[config.mk]
export PLATFORM = sky130hd
export DESIGN_NAME = rioc_top
export DESIGN_NICKNAME = d
export VERILOG_FILES = /design/src/rioc_pkg.sv /design/src/rioc_peak_select.sv /design/src/rioc_top.sv
export SDC_FILE = /design/constraint.sdc
export NUM_CORES = 1
export LEC_CHECK = 0
export ABC_CLOCK_PERIOD_IN_PS = 17360
export BUFFER_PORTS_ARGS = -buffer_cell sky130_fd_sc_hd__buf_4
export CAP_MARGIN = 20
export CELL_PAD_IN_SITES_DETAIL_PLACEMENT = 1
export CELL_PAD_IN_SITES_GLOBAL_PLACEMENT = 1
export CORE_MARGIN = 8
export CORE_UTILIZATION = 45
export CTS_CLUSTER_SIZE = 8
export DETAILED_ROUTE_END_ITERATION = 16
export GPL_ROUTABILITY_DRIVEN = 0
export PLACE_DENSITY_LB_ADDON = 0.1
export SYNTH_ARGS = -nofsm -noshare
export SYNTH_HDL_FRONTEND = slang
export SYNTH_SLANG_ARGS = --single-unit
[constraint.sdc]
create_clock -name sys_clk -period 17.36 [get_ports sys_clk]
set_input_delay 2.604 -clock sys_clk [delete_from_list [all_inputs] [get_ports sys_clk]]
set_output_delay 2.604 -clock sys_clk [all_outputs]
set_load 0.03 [all_outputs]
[src/rioc_pkg.sv]
// rioc_pkg: constants, register map and types for the residual
// instantaneous overcurrent block.
// assumes one 40 MHz clock and a synchronous active-high reset.
package rioc_pkg;

  // sampling, measurement and register port widths
  localparam int SAMPLE_W = 16;
  localparam int MAG_W = 16;
  localparam int PCT_W = 12;
  localparam int ADDR_W = 4;
  localparam int DATA_W = 32;

  // peak window: samples per network period before the held peak decays
  localparam logic [7:0] PEAK_WINDOW = 8'h14;

  // start threshold in percent of nominal current
  localparam logic [PCT_W-1:0] START_PCT_RESET = 12'h0c8;
  localparam logic [PCT_W-1:0] START_PCT_MIN = 12'h014;
  localparam logic [PCT_W-1:0] START_PCT_MAX = 12'hbb8;
  // magnitude code that equals 100 percent of nominal current
  localparam logic [MAG_W-1:0] NOMINAL_CODE = 16'h0100;
  localparam int PCT_SCALE = 100;

  // register offsets
  localparam logic [ADDR_W-1:0] REG_CTRL = 4'h0;
  localparam logic [ADDR_W-1:0] REG_START = 4'h1;
  localparam logic [ADDR_W-1:0] REG_STATUS = 4'h2;
  localparam logic [ADDR_W-1:0] REG_IRQ_STAT = 4'h3;
  localparam logic [ADDR_W-1:0] REG_IRQ_EN = 4'h4;
  localparam logic [ADDR_W-1:0] REG_IRQ_CLR = 4'h5;
  localparam logic [ADDR_W-1:0] REG_MEAS = 4'h6;

  // field positions
  localparam int CTRL_MODE_LSB = 0;
  localparam int STAT_TRIP_BIT = 0;
  localparam int STAT_GEN_BIT = 1;
  localparam int IRQ_ON_BIT = 0;
  localparam int IRQ_OFF_BIT = 1;
  localparam int IRQ_W = 2;

  typedef enum logic [1:0] {
    RIOC_MODE_OFF = 2'h0,
    RIOC_MODE_PEAK = 2'h1,
    RIOC_MODE_FUND = 2'h2
  } rioc_mode_e;

  // one new sample from the front end
  typedef struct packed {
    logic valid;
    logic signed [SAMPLE_W-1:0] residual;
    logic [MAG_W-1:0] fund_rms;
  } rioc_sample_s;

  // register port request
  typedef struct packed {
    logic wr;
    logic rd;
    logic [ADDR_W-1:0] addr;
    logic [DATA_W-1:0] wdata;
  } rioc_bus_s;

endpackage : rioc_pkg

[src/rioc_peak_select.sv]
// rioc_peak_select: peak magnitude of the residual current samples.
// assumes a sample valid strobe at the sampling rate.
`timescale 1ns/1ps
`default_nettype none
module rioc_peak_select (
  // clock and reset
  input wire logic sys_clk,
  input wire logic rst,
  // sample stream
  input wire logic sample_valid,
  input wire logic signed [rioc_pkg::SAMPLE_W-1:0] sample,
  // peak out
  output logic [rioc_pkg::MAG_W-1:0] residual_peak_value,
  output logic peak_valid
);
  import rioc_pkg::*;

  logic [MAG_W-1:0] abs_val;
  logic [MAG_W-1:0] hold;
  logic [7:0] age;
  logic [MAG_W-1:0] next_hold;
  logic [7:0] next_age;
  logic [MAG_W-1:0] next_peak;
  logic next_valid;

  // magnitude, largest negative saturated
  always_comb begin
    if (sample[SAMPLE_W-1]) begin
      abs_val = (sample == {1'b1, {(SAMPLE_W-1){1'b0}}}) ? {MAG_W{1'b1}} :
                MAG_W'(-sample);
    end else begin
      abs_val = MAG_W'(sample);
    end
  end

  always_comb begin
    next_hold = hold;
    next_age = age;
    next_peak = residual_peak_value;
    next_valid = 1'b0;
    if (sample_valid) begin
      if (abs_val >= hold || age >= PEAK_WINDOW) begin
        next_hold = abs_val;
        next_age = 8'h00;
      end else begin
        next_age = age + 8'h01;
      end
      next_peak = (abs_val >= hold || age >= PEAK_WINDOW) ? abs_val : hold;
      next_valid = 1'b1;
    end
  end

  always_ff @(posedge sys_clk) begin
    if (rst) begin
      hold <= '0;
      age <= '0;
      residual_peak_value <= '0;
      peak_valid <= 1'b0;
    end else begin
      hold <= next_hold;
      age <= next_age;
      residual_peak_value <= next_peak;
      peak_valid <= next_valid;
    end
  end

endmodule : rioc_peak_select
`default_nettype wire

[src/rioc_top.sv]
// rioc_top: residual instantaneous overcurrent decision block.
// assumes samples and user inputs synchronous to sys_clk, register port
// with read data one cycle after the read strobe.
//
// Overview of operation
// - mode selector off, peak or fundamental; resets off; off never trips
// - start threshold in percent, step 1, up to 3000, reset 200
// - double input compares against twice the start threshold
// - block input holds general trip low
// - internal trip without added delay when quantity exceeds threshold
// - peak mode uses peak value, fundamental mode uses RMS value
// - peak stage derives peak magnitude from the samples
// - general trip is internal trip and not block
// - peak mode sub-cycle response; fundamental may exceed a period
// - operate time fixed, independent of current magnitude
// - measured quantity is sampled residual current, three times zero sequence
// - every general trip change is reported as an on or off event
//
// Strobed register access and the placing of the registers were decided locally.
`timescale 1ns/1ps
`default_nettype none
module rioc_top (
  // clock and reset
  input wire logic sys_clk,
  input wire logic rst,
  // measurement front end
  input wire rioc_pkg::rioc_sample_s sample_in,
  // user logic inputs
  input wire logic threshold_double_in,
  input wire logic function_block_in,
  // register port
  input wire rioc_pkg::rioc_bus_s bus_in,
  output logic [rioc_pkg::DATA_W-1:0] rdata,
  // outputs
  output logic internal_trip,
  output logic general_trip_out,
  output logic irq
);
  import rioc_pkg::*;

  rioc_mode_e mode;
  logic [PCT_W-1:0] start_pct;
  logic [IRQ_W-1:0] irq_stat;
  logic [IRQ_W-1:0] irq_en;
  logic [MAG_W-1:0] residual_peak_value;
  logic peak_valid;
  logic [MAG_W-1:0] residual_fund_rms;
  logic fund_valid;
  logic [MAG_W-1:0] meas;

  rioc_mode_e next_mode;
  logic [PCT_W-1:0] next_start_pct;
  logic [IRQ_W-1:0] next_irq_stat;
  logic [IRQ_W-1:0] next_irq_en;
  logic [DATA_W-1:0] next_rdata;
  logic next_internal_trip;
  logic next_general_trip;
  logic next_irq;
  logic [MAG_W-1:0] next_meas;

  logic [31:0] thr_scaled;
  logic [31:0] meas_scaled;
  logic [PCT_W:0] eff_pct;
  logic sel_valid;
  logic [MAG_W-1:0] sel_value;
  logic [IRQ_W-1:0] events;

  // peak path answers one cycle after each sample, well inside a period
  rioc_peak_select u_peak (
    .sys_clk(sys_clk),
    .rst(rst),
    .sample_valid(sample_in.valid),
    .sample(sample_in.residual),
    .residual_peak_value(residual_peak_value),
    .peak_valid(peak_valid)
  );

  // fundamental RMS comes from upstream, aligned with the peak path
  always_ff @(posedge sys_clk) begin
    if (rst) begin
      residual_fund_rms <= '0;
      fund_valid <= 1'b0;
    end else begin
      residual_fund_rms <= sample_in.valid ? sample_in.fund_rms : residual_fund_rms;
      fund_valid <= sample_in.valid;
    end
  end

  always_comb begin
    sel_valid = 1'b0;
    sel_value = '0;
    unique case (mode)
      RIOC_MODE_PEAK: begin
        sel_valid = peak_valid;
        sel_value = residual_peak_value;
      end
      RIOC_MODE_FUND: begin
        sel_valid = fund_valid;
        sel_value = residual_fund_rms;
      end
      default: begin
        sel_valid = 1'b0;
        sel_value = '0;
      end
    endcase
  end

  always_comb begin
    eff_pct = threshold_double_in ? {start_pct, 1'b0} : {1'b0, start_pct};
    // compare value*100 against pct*nominal, avoiding a divider
    thr_scaled = 32'(eff_pct) * 32'(NOMINAL_CODE);
    meas_scaled = 32'(sel_value) * 32'(PCT_SCALE);
  end

  always_comb begin
    next_internal_trip = internal_trip;
    next_meas = meas;
    if (mode == RIOC_MODE_OFF) begin
      next_internal_trip = 1'b0;
    end else if (sel_valid) begin
      // same path for every magnitude above threshold
      next_internal_trip = meas_scaled > thr_scaled;
      next_meas = sel_value;
    end
  end

  always_comb begin
    next_general_trip = next_internal_trip && !function_block_in;
  end

  // on and off events of the general trip
  always_comb begin
    events = '0;
    events[IRQ_ON_BIT] = next_general_trip && !general_trip_out;
    events[IRQ_OFF_BIT] = !next_general_trip && general_trip_out;
  end

  // register writes and sticky status; set wins over clear
  always_comb begin
    next_mode = mode;
    next_start_pct = start_pct;
    next_irq_en = irq_en;
    next_irq_stat = irq_stat;
    if (bus_in.wr) begin
      unique case (bus_in.addr)
        REG_CTRL: begin
          if (bus_in.wdata[CTRL_MODE_LSB +: 2] == 2'(RIOC_MODE_PEAK)) begin
            next_mode = RIOC_MODE_PEAK;
          end else if (bus_in.wdata[CTRL_MODE_LSB +: 2] == 2'(RIOC_MODE_FUND)) begin
            next_mode = RIOC_MODE_FUND;
          end else begin
            next_mode = RIOC_MODE_OFF;
          end
        end
        REG_START: begin
          if (bus_in.wdata[PCT_W-1:0] < START_PCT_MIN) begin
            next_start_pct = START_PCT_MIN;
          end else if (bus_in.wdata[PCT_W-1:0] > START_PCT_MAX ||
                       bus_in.wdata[DATA_W-1:PCT_W] != '0) begin
            next_start_pct = START_PCT_MAX;
          end else begin
            next_start_pct = bus_in.wdata[PCT_W-1:0];
          end
        end
        REG_IRQ_EN: next_irq_en = bus_in.wdata[IRQ_W-1:0];
        REG_IRQ_CLR: next_irq_stat = irq_stat & ~bus_in.wdata[IRQ_W-1:0];
        default: ;
      endcase
    end
    next_irq_stat = next_irq_stat | events;
    next_irq = |(next_irq_stat & next_irq_en);
  end

  // register reads
  always_comb begin
    next_rdata = '0;
    if (bus_in.rd) begin
      unique case (bus_in.addr)
        REG_CTRL: next_rdata = DATA_W'(mode);
        REG_START: next_rdata = DATA_W'(start_pct);
        REG_STATUS: begin
          next_rdata[STAT_TRIP_BIT] = internal_trip;
          next_rdata[STAT_GEN_BIT] = general_trip_out;
        end
        REG_IRQ_STAT: next_rdata = DATA_W'(irq_stat);
        REG_IRQ_EN: next_rdata = DATA_W'(irq_en);
        REG_MEAS: next_rdata = DATA_W'(meas);
        default: next_rdata = '0;
      endcase
    end
  end

  always_ff @(posedge sys_clk) begin
    if (rst) begin
      mode <= RIOC_MODE_OFF;
      start_pct <= START_PCT_RESET;
      irq_stat <= '0;
      irq_en <= '0;
      rdata <= '0;
      internal_trip <= 1'b0;
      general_trip_out <= 1'b0;
      irq <= 1'b0;
      meas <= '0;
    end else begin
      mode <= next_mode;
      start_pct <= next_start_pct;
      irq_stat <= next_irq_stat;
      irq_en <= next_irq_en;
      rdata <= next_rdata;
      internal_trip <= next_internal_trip;
      general_trip_out <= next_general_trip;
      irq <= next_irq;
      meas <= next_meas;
    end
  end

  // residual samples feed only the peak path; the fundamental path takes fund_rms from upstream

  // assertions
  // off never trips
  AST_OFF_NO_TRIP: assert property (@(posedge sys_clk) disable iff (rst)
    $past(mode) == RIOC_MODE_OFF |-> !internal_trip)
    else $error("trip while mode off");
  AST_BLOCK_GATES: assert property (@(posedge sys_clk) disable iff (rst)
    $past(function_block_in) |-> !general_trip_out)
    else $error("general trip while blocked");
  AST_GEN_EQ: assert property (@(posedge sys_clk) disable iff (rst)
    general_trip_out == (internal_trip && !$past(function_block_in)))
    else $error("general trip mismatch");
  AST_PICKUP: assert property (@(posedge sys_clk) disable iff (rst)
    (mode != RIOC_MODE_OFF && sel_valid && meas_scaled > thr_scaled) ##1 1'b1
    |-> internal_trip)
    else $error("missed pickup");
  AST_DROPOUT: assert property (@(posedge sys_clk) disable iff (rst)
    (sel_valid && meas_scaled <= thr_scaled) |=> !internal_trip)
    else $error("trip held below threshold");
  AST_DOUBLE: assert property (@(posedge sys_clk) disable iff (rst)
    threshold_double_in |-> eff_pct == {start_pct, 1'b0})
    else $error("threshold not doubled");
  AST_RANGE: assert property (@(posedge sys_clk) disable iff (rst)
    start_pct >= START_PCT_MIN && start_pct <= START_PCT_MAX)
    else $error("threshold out of range");
  AST_EVENT_ON: assert property (@(posedge sys_clk) disable iff (rst)
    $rose(general_trip_out) |-> irq_stat[IRQ_ON_BIT])
    else $error("on event lost");
  AST_SELECT: assert property (@(posedge sys_clk) disable iff (rst)
    (mode == RIOC_MODE_PEAK && peak_valid) |=> meas == $past(residual_peak_value))
    else $error("wrong quantity selected");

  COV_PEAK_TRIP: cover property (@(posedge sys_clk) disable iff (rst)
    mode == RIOC_MODE_PEAK && $rose(general_trip_out));
  COV_FUND_TRIP: cover property (@(posedge sys_clk) disable iff (rst)
    mode == RIOC_MODE_FUND && $rose(general_trip_out));
  COV_BLOCKED: cover property (@(posedge sys_clk) disable iff (rst)
    internal_trip && function_block_in);
  COV_IRQ: cover property (@(posedge sys_clk) disable iff (rst) $rose(irq));

endmodule : rioc_top
`default_nettype wire

==> results of run 1 <==
layer usage:
metal | up-vias | wire length, µm
li1 | 2901 | -
met1 | 2804 | 8280
met2 | 108 | 10200
met3 | 21 | 807
met4 | 0 | 369
met5 | - | 0
worst reg2reg max path: stages, from the launching register on:
cell,delay (ps)
dfxtp_1,390
inv_1,80
ha_1,400
a22oi_1,370
nand2b_1,240
inv_1,100
ha_1,320
ha_1,290
inv_1,50
fa_1,510
inv_1,50
ha_1,390
a21oi_1,180
o21ai_0,130
or3_1,320
o21ai_1,250
o21bai_1,100
a21oi_1,200
xnor2_1,100
ha_1,310
nand4_1,70
or2_2,300
a211o_1,280
a31oi_1,260
nor2_1,90
mux2i_1,270
a21oi_1,110
nor4_1,230
synthesized netlist by cell type, drive strengths merged, types with 12 or more instances:
master,count
a211oi,24
a21oi,34
a22oi,28
buf,22
clkbuf,29
dfxtp,94
ha,89
inv,75
mux2i,36
nand2,37
nand2b,19
nor2,88
nor2b,13
nor3,19
o21ai,27
xnor2,12
xor2,16
through the flow:
| stage | worst slack (ps) | util | total power [mW] |
|---|---|---|---|
| 4_1_cts | 10840 | 0.532 | 0.496 |
| 3_3_place_gp | 10630 | 0.514 | 0.306 |
| 3_5_place_dp | 10520 | 0.514 | 0.310 |
| 2_1_floorplan | 11360 | - | 0.283 |
| 5_1_grt | 10490 | 0.533 | 0.513 |
| 6_report | 10890 | 0.533 | 0.491 |
layout by cell type (no fill, tap or decap), types with 5 or more instances in the layout:
cell type and count:
nor3_1 19, a211oi_1 24, a21oi_1 34, nor4_1 10, mux2i_1 36, nand3_1 9, a22oi_1 28, ha_1 89
conb_1 16, xor2_1 16, nor2_1 86, a21o_1 11, nand4_1 8, clkbuf_16 9, nor2b_1 13, fa_1 11
dfxtp_1 94, buf_4 96, inv_1 75, a311oi_1 10, o21bai_1 5, xnor2_1 12, nand2_1 37, nand2b_1 19
o21ai_0 26
report_power, final:
group	internal [mW]	leakage, nW	switching (mW)	total [mW]
registers	0.223	0.764	0.00685	0.230
logic	0.0333	2.71	0.0433	0.0766
clock network	0.0975	0.126	0.0869	0.184
area by class of cell:
| type | instances | area [µm²] |
|---|---|---|
| tap | 184 | 230 |
| multi-input combinational | 586 | 4380 |
| inverter | 75 | 282 |
| clock buffer | 11 | 233 |
| timing repair buffer | 97 | 736 |
| clock inverter | 4 | 33.8 |
| sequential | 94 | 1880 |
| fill | 1753 | 6810 |
state kept, by name (all words and copies together), names as in the netlist:
signal and cells:
meas 16, u_peak.residual_peak_value 16, internal_trip 1, general_trip_out 1
start_pct 12, u_peak.age 8, irq_en 2, irq 1
mode 2, irq_stat 2, fund_valid 1, rdata 16
residual_fund_rms 16
kinds of logic after synthesis:
family,Yosys count
compound gates,173
xor+xnor,28
fa+ha+maj,100
buf+inv,126
flops,94
mux,38
other cells,1
simple gates,231
path summary, 6_finish.rpt:
check / to / cells past startpoint / slack (ps)
max: general_trip_out$_SDFF_PP0_ / 27 / 10890
min reg2reg: rdata[14]$_SDFF_PP0_ / 1 / 460
min: rdata[14]$_SDFF_PP0_ / 1 / 460
max reg2reg: general_trip_out$_SDFF_PP0_ / 27 / 10890
==> qor.yml, run 1 <==
status: "completed"
synth-simple-area-share: 0.168
yosys_most_used_dff: "dfxtp_1"
grtUsageTotal: 0.201
postPlaceCellArea_um2: 7500
synthAdderAreaFrac: 0.197
crit_start: "mode[0]$_SDFFE_PP0P_"
cts_tree: "built"
syn_area_um2: 6750
drt_iter0_markers: 223
htree_levels: 3
maxCapViolCount: 0
slew_headroom: 0.410
grt_max_degree: 80
max_freq_mhz: 154
max_stage_delay_ps: 510
rsz0062_at_grt: "no"
synth_area_leaders: "dfxtp_1, ha_1, mux2i_1"
synth-xor-area-share: 0.0363
wire_per_inst_um: 18.7
leakagePower_nw: 3.60
clockBufferDepth: 2
grt-ovfl-total: 0
first_pass_iters: 4
finalHoldViolCount: 0
setup_tns_ps: 0
synth-async-reset-ratio: 0
postCtsSetupRepairBufs: 0
cp_data_required_time_ps: 17620
r2r-start: "mode[0]$_SDFFE_PP0P_"
core_um2: 14600
synth.top_cell.area_share: 0.279
start_util: 0.463
min_period_ps: 6470
worstSetupStartpointType: "flop"
maxSlewViolCount: 0
routed_via_density: 5.55
grtUsageMet2: 0.374
num_io_pins: 110
grt_pass1_vias: 6316
post_cts_resized: 0
synth_edf_count: 0
die_x_um: 139
synthMuxAreaShare: 0.0600
power_density_nw_per_um2: 63.1
grt_pass1_wl_mm: 32.0
port_buffers: 93
clk_pin_slew_ps: 60
cts_root_buffer: "clkbuf_16"
die_h_um: 139
final_cells: 1051
clk_latency_ps: 350
hpwl_mm: 15.8
ys_warn_count: 0
worst_pin_slew_ps: 886
min_path_type: "flop to flop"
fp-row-count: 44
synth_compound_area_frac: 0.177
crit_family: "adder cells"
yosysSeqAreaShare: 0.279
synth.ff_latch_count: 94
path_max_fanout: 16
nNetsFinal: 1038
area_growth_pct: 15.2
n_antenna_cell: 0
vias: 5834
worstSetupPathType: "flop to flop"
ant_nets: 0
ir_worst_vdd_uv: 51.3
finish.instance_area_um2: 7780
top_usage_layer: "met2"
cp_common_cell: "ha_1"
clock_skew_ps: 8.60
worstPathArrival_ps: 6730
synth_top_family_by_area: "adder cells"
yosysTopAreaCell: "dfxtp_1"
place_inst: 1035
whs_ps: 464
drt-total-wl_mm: 19.6
cp-end-kind: "flop"
fin_crit_sh: 0.373
crit_path_top_delay_cell: "fa_1"
die_area_um2: 19200
hold_buffers: 0
cp.buffers_inverters: 4
synth_cell_types: 63
cts_sinks: 94
drive_gt1_frac: 0.144
use_met3: 0.0390
drcViolationCount: 0
cts-buffers-inserted: 9
netlist_instances: 791
met1_usage: 0.225
setup_viol: 0
antenna_found_initial: 0
hp-start: "meas[14]$_SDFFE_PP0P_"
syn_area_per_cell_um2: 8.54
Power figures use the tool's default switching activity.
==> run 2, diff against run 1 <==
Settings changed: ABC_CLOCK_PERIOD_IN_PS 17360 to 5600, CORE_UTILIZATION 45 to 39.
Clock period 17.36 ns to 5.6 ns, I/O delays scaled along.
==> qor.yml, run 2 (synthesized netlist as in run 1, its figures left out) <==
min_path_type: "flop to flop"
clk_latency_ps: 360  # about the same
place_inst: 1148  # +11%
reg2reg_setup_slack_ps: -200  # -11090 ps
cts_sinks: 94  # unchanged
grt_max_degree: 80  # unchanged
drt-total-wl_mm: 25.2  # +28%
n_antenna_cell: 0  # unchanged
cts_root_buffer: "clkbuf_16"
nNetsFinal: 1146  # +10%
drt_iter0_markers: 328  # +47%
cts-buffers-inserted: 9  # unchanged
wire_per_inst_um: 21.0  # +12%
antenna_found_initial: 0  # unchanged
die_area_um2: 21800  # +14%
maxSlewViolCount: 0  # unchanged
worstSetupStartpointType: "flop"
ir_worst_vdd_uv: 136  # +160%
worstPathArrival_ps: 6070  # -660 ps
die_h_um: 148  # +6.6%
max_stage_delay_ps: 580  # +70 ps
mostFrequentLayoutCells: "buf_4, dfxtp_1, nor2_1, inv_1, ha_1"
hold_buffers: 0  # unchanged
maxCapViolCount: 0  # unchanged
p_seq_frac: 0.439  # -0.029
finalHoldViolCount: 0  # unchanged
cp.buffers_inverters: 5  # +1
die_x_um: 148  # +6.6%
start_util: 0.395  # -0.0684
min_period_ps: 5800  # -669 ps
area_growth_pct: 37.4
slew_headroom: 0.339  # -0.0702
max_freq_mhz: 172  # +12%
swShare: 0.289  # +0.0102
core_um2: 17100  # +17%
preCtsSetupSlack_ps: -475  # -10990 ps
hpwl_mm: 17.8  # +12%
grt_pass1_wl_mm: 37.0  # +16%
cts_tree: "built"
grtUsageTotal: 0.212  # +0.0107
clockBufferDepth: 2  # unchanged
cp-end-kind: "flop"
rsz0062_at_grt: "yes"
switchingPower_mw: 0.471  # +240%
power_density_nw_per_um2: 175  # +180%
violations: "setup timing"
setup_viol: 4  # +4
num_io_pins: 110  # unchanged
port_buffers: 93  # unchanged
htree_levels: 3  # unchanged
final_cells: 1201  # +14%
fp-row-count: 48  # +9.1%
fin_ws_ps: -205  # -11090 ps
drcViolationCount: 0  # unchanged
cp_data_required_time_ps: 5870  # -11750 ps
path_max_fanout: 6  # -10
clk_pin_slew_ps: 80  # +20 ps
worst_pin_slew_ps: 987  # +101 ps
status: "complete, but fails checks"
p_clk_frac: 0.407  # +0.031
grt-ovfl-total: 0  # unchanged
final_common_cell: "buf_4"
ant_nets: 0  # unchanged
grt_pass1_vias: 7131  # +13%
routed_via_density: 5.45  # -1.8%
crit_family: "compound AO/OA/AOI/OAI gates"
vias: 6549  # +12%
drive_gt1_frac: 0.323  # +0.179
internal_power_mw: 1.16  # +230%
leakagePower_nw: 4.15  # +15%
crit_path_top_delay_cell: "fa_1"
first_pass_iters: 5  # +1
worstSetupPathType: "flop to flop"
fin_crit_sh: 1.04  # +0.664
nFillCells: 2032  # +16%
power_frac_comb: 0.154  # -0.002
clock_skew_ps: 7.86  # -0.737 ps
run 2: changes by cell type in the layout (fill, tap and decap cells not counted), sizes merged:
| cell | change |
|---|---|
| buf | +108 |
| bufinv | +1 |
| clkinvlp | +1 |
| inv | +3 |
| clkbuf | -2 |
| clkinv | -2 |
run 2: power by group through the flow:
stage	Sequential, mW	Clock [mW]	Combinational [mW]
finish	0.715	0.662	0.250
global route	0.717	0.704	0.277
CTS	0.714	0.678	0.249
detailed placement	0.728	0	0.242
global placement	0.727	0	0.228
floorplan	0.719	0	0.157
run 2: final cells by class:
cell class              instances  area (µm²)  area share
multi-input cells             586        4910       0.529
flip-flops and latches         94        1890       0.204
repair buffers                205        1610       0.173
inverters                      75         287      0.0309
well taps                     225         282      0.0303
clock buffers                   9         225      0.0243
clock inverters                 7        87.6     0.00944
run 2: per-layer routing:
metal  wire length, µm  vias to the layer above  global-route usage
li1                  -                     3118                   -
met1              9870                     3230               0.229
met2             13500                      142               0.398
met3               815                       59              0.0318
met4               963                        0              0.0984
met5                 0                        -                   0
run 2: through the flow:
step                      area (µm²)  utilization  hold slack, ps  setup TNS, ps  total power [mW]
after detailed placement        8130        0.475             461          -2110             0.970
final                           9280        0.542             477           -562              1.63
after floorplan                 6820            -             431              0             0.876
after global placement          8130        0.475             448           -619             0.956
after CTS                       8920        0.521             479           -200              1.64
after global routing            9280        0.542             513          -1860              1.70
run 2: worst register-to-register path, stage by stage, from the launching register on:
cell,delay (ps)
dfxtp_4,360
buf_6,120
ha_4,200
buf_6,160
a22oi_2,260
nor2b_4,110
ha_1,380
ha_4,250
fa_1,580
ha_4,220
o21a_1,110
o31a_1,130
o311a_4,330
o21a_1,210
nor2_2,120
buf_4,130
xnor2_1,110
ha_1,270
buf_4,140
a211o_1,290
a21oi_1,150
a211o_1,170
a31oi_2,110
nor2b_1,130
mux2i_1,90
buf_4,150
a21bo_4,210
o32ai_2,200
run 2: timing repair:
item / in CTS / in global routing
hold endpoints to repair: 0 / 0
buffers inserted: 28 / 11
setup endpoints to repair: 5 / 5
gates resized for setup: 62 / 47
pin swaps: 36 / 42
run 2: path summary, 6_finish.rpt:
check,to,depth (start not counted),start
setup / recovery,irq$_SDFF_PP0_,27,mode[0]$_SDFFE_PP0P_
hold / removal,rdata[14]$_SDFF_PP0_,1,meas[14]$_SDFFE_PP0P_
setup reg to reg,irq$_SDFF_PP0_,27,mode[0]$_SDFFE_PP0P_
hold reg to reg,rdata[14]$_SDFF_PP0_,1,meas[14]$_SDFFE_PP0P_
==> run 3, diff against run 2 <==
Settings changed: ABC_CLOCK_PERIOD_IN_PS 5600 to 6000, CORE_UTILIZATION 39 to 43.
Clock period 5.6 ns to 6 ns, I/O delays scaled along.
==> qor.yml, run 3 (synthesized netlist as in run 1, its figures left out) <==
port_buffers: 93  # unchanged
htree_levels: 3  # unchanged
drt_iter0_markers: 210  # -36%
use_met3: 0.0457  # +0.0139
hold_buffers: 0  # unchanged
drcViolationCount: 0  # unchanged
top_usage_layer: "met2"
nNetsFinal: 1075  # -6.2%
drt-total-wl_mm: 21.3  # -15%
preCtsSetupSlack_ps: -118  # +356 ps
antenna_found_initial: 0  # unchanged
die_x_um: 141  # -4.2%
fp-row-count: 46  # -4.2%
num_io_pins: 110  # unchanged
min_path_type: "flop to flop"
grtUsageTotal: 0.213  # +0.00102
setup_viol: 0  # -4
power.total_mw: 1.48  # -9.0%
fin_ws_ps: 275  # +480 ps
cts-buffers-inserted: 9  # unchanged
n_antenna_cell: 0  # unchanged
slew_headroom: 0.350  # +0.0103
first_pass_iters: 5  # unchanged
leakagePower_nw: 3.87  # -7.0%
worstSetupStartpointType: "flop"
wire_per_inst_um: 19.0  # -9.1%
routed_via_density: 5.43  # -0.49%
worstPathArrival_ps: 6000  # -70 ps
cts_sinks: 94  # unchanged
grtUsageMet2: 0.386  # -0.0124
worstSetupPathType: "flop to flop"
met1_usage: 0.238  # +0.00883
clk_pin_slew_ps: 80  # about the same
min_period_ps: 5720  # -79.8 ps
final_cells: 1121  # -6.7%
status: "completed"
place_inst: 1103  # -3.9%
area_growth_pct: 24.6
finalHoldViolCount: 0  # unchanged
cp_data_required_time_ps: 6280  # +410 ps
maxSlewViolCount: 0  # unchanged
die_area_um2: 20000  # -8.3%
ir_worst_vdd_uv: 131  # -3.3%
die_h_um: 141  # -4.2%
drive_gt1_frac: 0.228  # -0.0951
fin_util: 0.539  # -0.00286
ant_nets: 0  # unchanged
power_density_nw_per_um2: 176  # +0.45%
clock_skew_ps: 5.24  # -2.62 ps
final_common_cell: "buf_4"
cts_tree: "built"
mostFrequentLayoutCells: "buf_4, dfxtp_1, nor2_1, ha_1, inv_1"
grt_pass1_wl_mm: 33.9  # -8.4%
clockBufferDepth: 2  # unchanged
grt_pass1_vias: 6473  # -9.2%
maxCapViolCount: 0  # unchanged
clk_latency_ps: 360  # about the same
worst_pin_slew_ps: 971  # -15.4 ps
grt_max_degree: 80  # unchanged
start_util: 0.433  # +0.0384
cts_root_buffer: "clkbuf_16"
hpwl_mm: 17.2  # -3.2%
grt-ovfl-total: 0  # unchanged
max_freq_mhz: 175  # +1.4%
path_max_fanout: 8  # +2
cp-end-kind: "flop"
core_um2: 15600  # -8.9%
fin_crit_sh: 0.954  # -0.0824
vias: 6083  # -7.1%
## run 3: cell types whose count changed in the layout (fill, tap and decap cells not counted), sizes merged
cell | previous run | this run
bufinv | 1 | 0
clkinvlp | 2 | 1
clkinv | 0 | 3
inv | 79 | 78
buf | 205 | 134
## run 3: stage by stage
| stage | area (µm²) | hold slack [ps] | setup TNS [ps] |
|---|---|---|---|
| finish | 8410 | 479 | 0 |
| CTS | 8160 | 485 | 0 |
| detailed placement | 7830 | 467 | -441 |
| floorplan | 6810 | 431 | 0 |
| global placement | 7800 | 452 | 0 |
| global route | 8410 | 511 | -8.77 |
## run 3: layout make-up
class,count,area [µm²]
Inverter,75,282
Clock buffer,9,225
Multi-Input combinational cell,586,4640
Timing Repair Buffer,134,1040
Tap cell,216,270
Fill cell,1828,7180
Sequential cell,94,1890
Clock inverter,7,75.1
## run 3: report_power, final
| part | switching [mW] | internal (mW) | total, mW |
|---|---|---|---|
| Combinational | 0.128 | 0.101 | 0.229 |
| Sequential | 0.0207 | 0.645 | 0.665 |
| Clock | 0.292 | 0.295 | 0.587 |
| Total | 0.441 | 1.04 | 1.48 |
## run 3: what timing repair did
item | 4_1_cts | 5_1_grt
setup endpoints to repair | 5 | 5
pin swaps | 0 | 19
gates resized for setup | 8 | 46
buffers inserted | 0 | 2
## run 3: worst max-delay path, stage by stage, from the launching register on
cell	delay, ps
dfxtp_2	330
buf_4	140
ha_4	200
a22oi_2	220
nor2b_2	80
buf_4	150
ha_1	290
ha_1	320
fa_1	460
ha_1	370
o21a_1	130
o31a_1	120
o311a_1	350
o21a_1	190
nor2_2	100
o21bai_1	70
a21oi_1	160
xnor2_1	90
ha_1	300
nand4_1	80
or2_2	290
buf_4	150
nor4_4	320
a31oi_4	70
nor2b_2	140
mux2i_2	100
a21bo_2	220
o32ai_1	200
## run 3: final timing paths
kind,to,startpoint,cells past startpoint,slack [ps]
max,irq$_SDFF_PP0_,mode[0]$_SDFFE_PP0P_,27,280
min,rdata[13]$_SDFF_PP0_,meas[13]$_SDFFE_PP0P_,1,480
max reg2reg,irq$_SDFF_PP0_,mode[0]$_SDFFE_PP0P_,27,280
min reg2reg,rdata[13]$_SDFF_PP0_,meas[13]$_SDFFE_PP0P_,1,480
## run 3: per-layer routing
metal	wire (µm)	up-vias
li1	-	2983
met1	8770	2945
met2	11000	116
met3	832	39
met4	726	0
met5	0	-
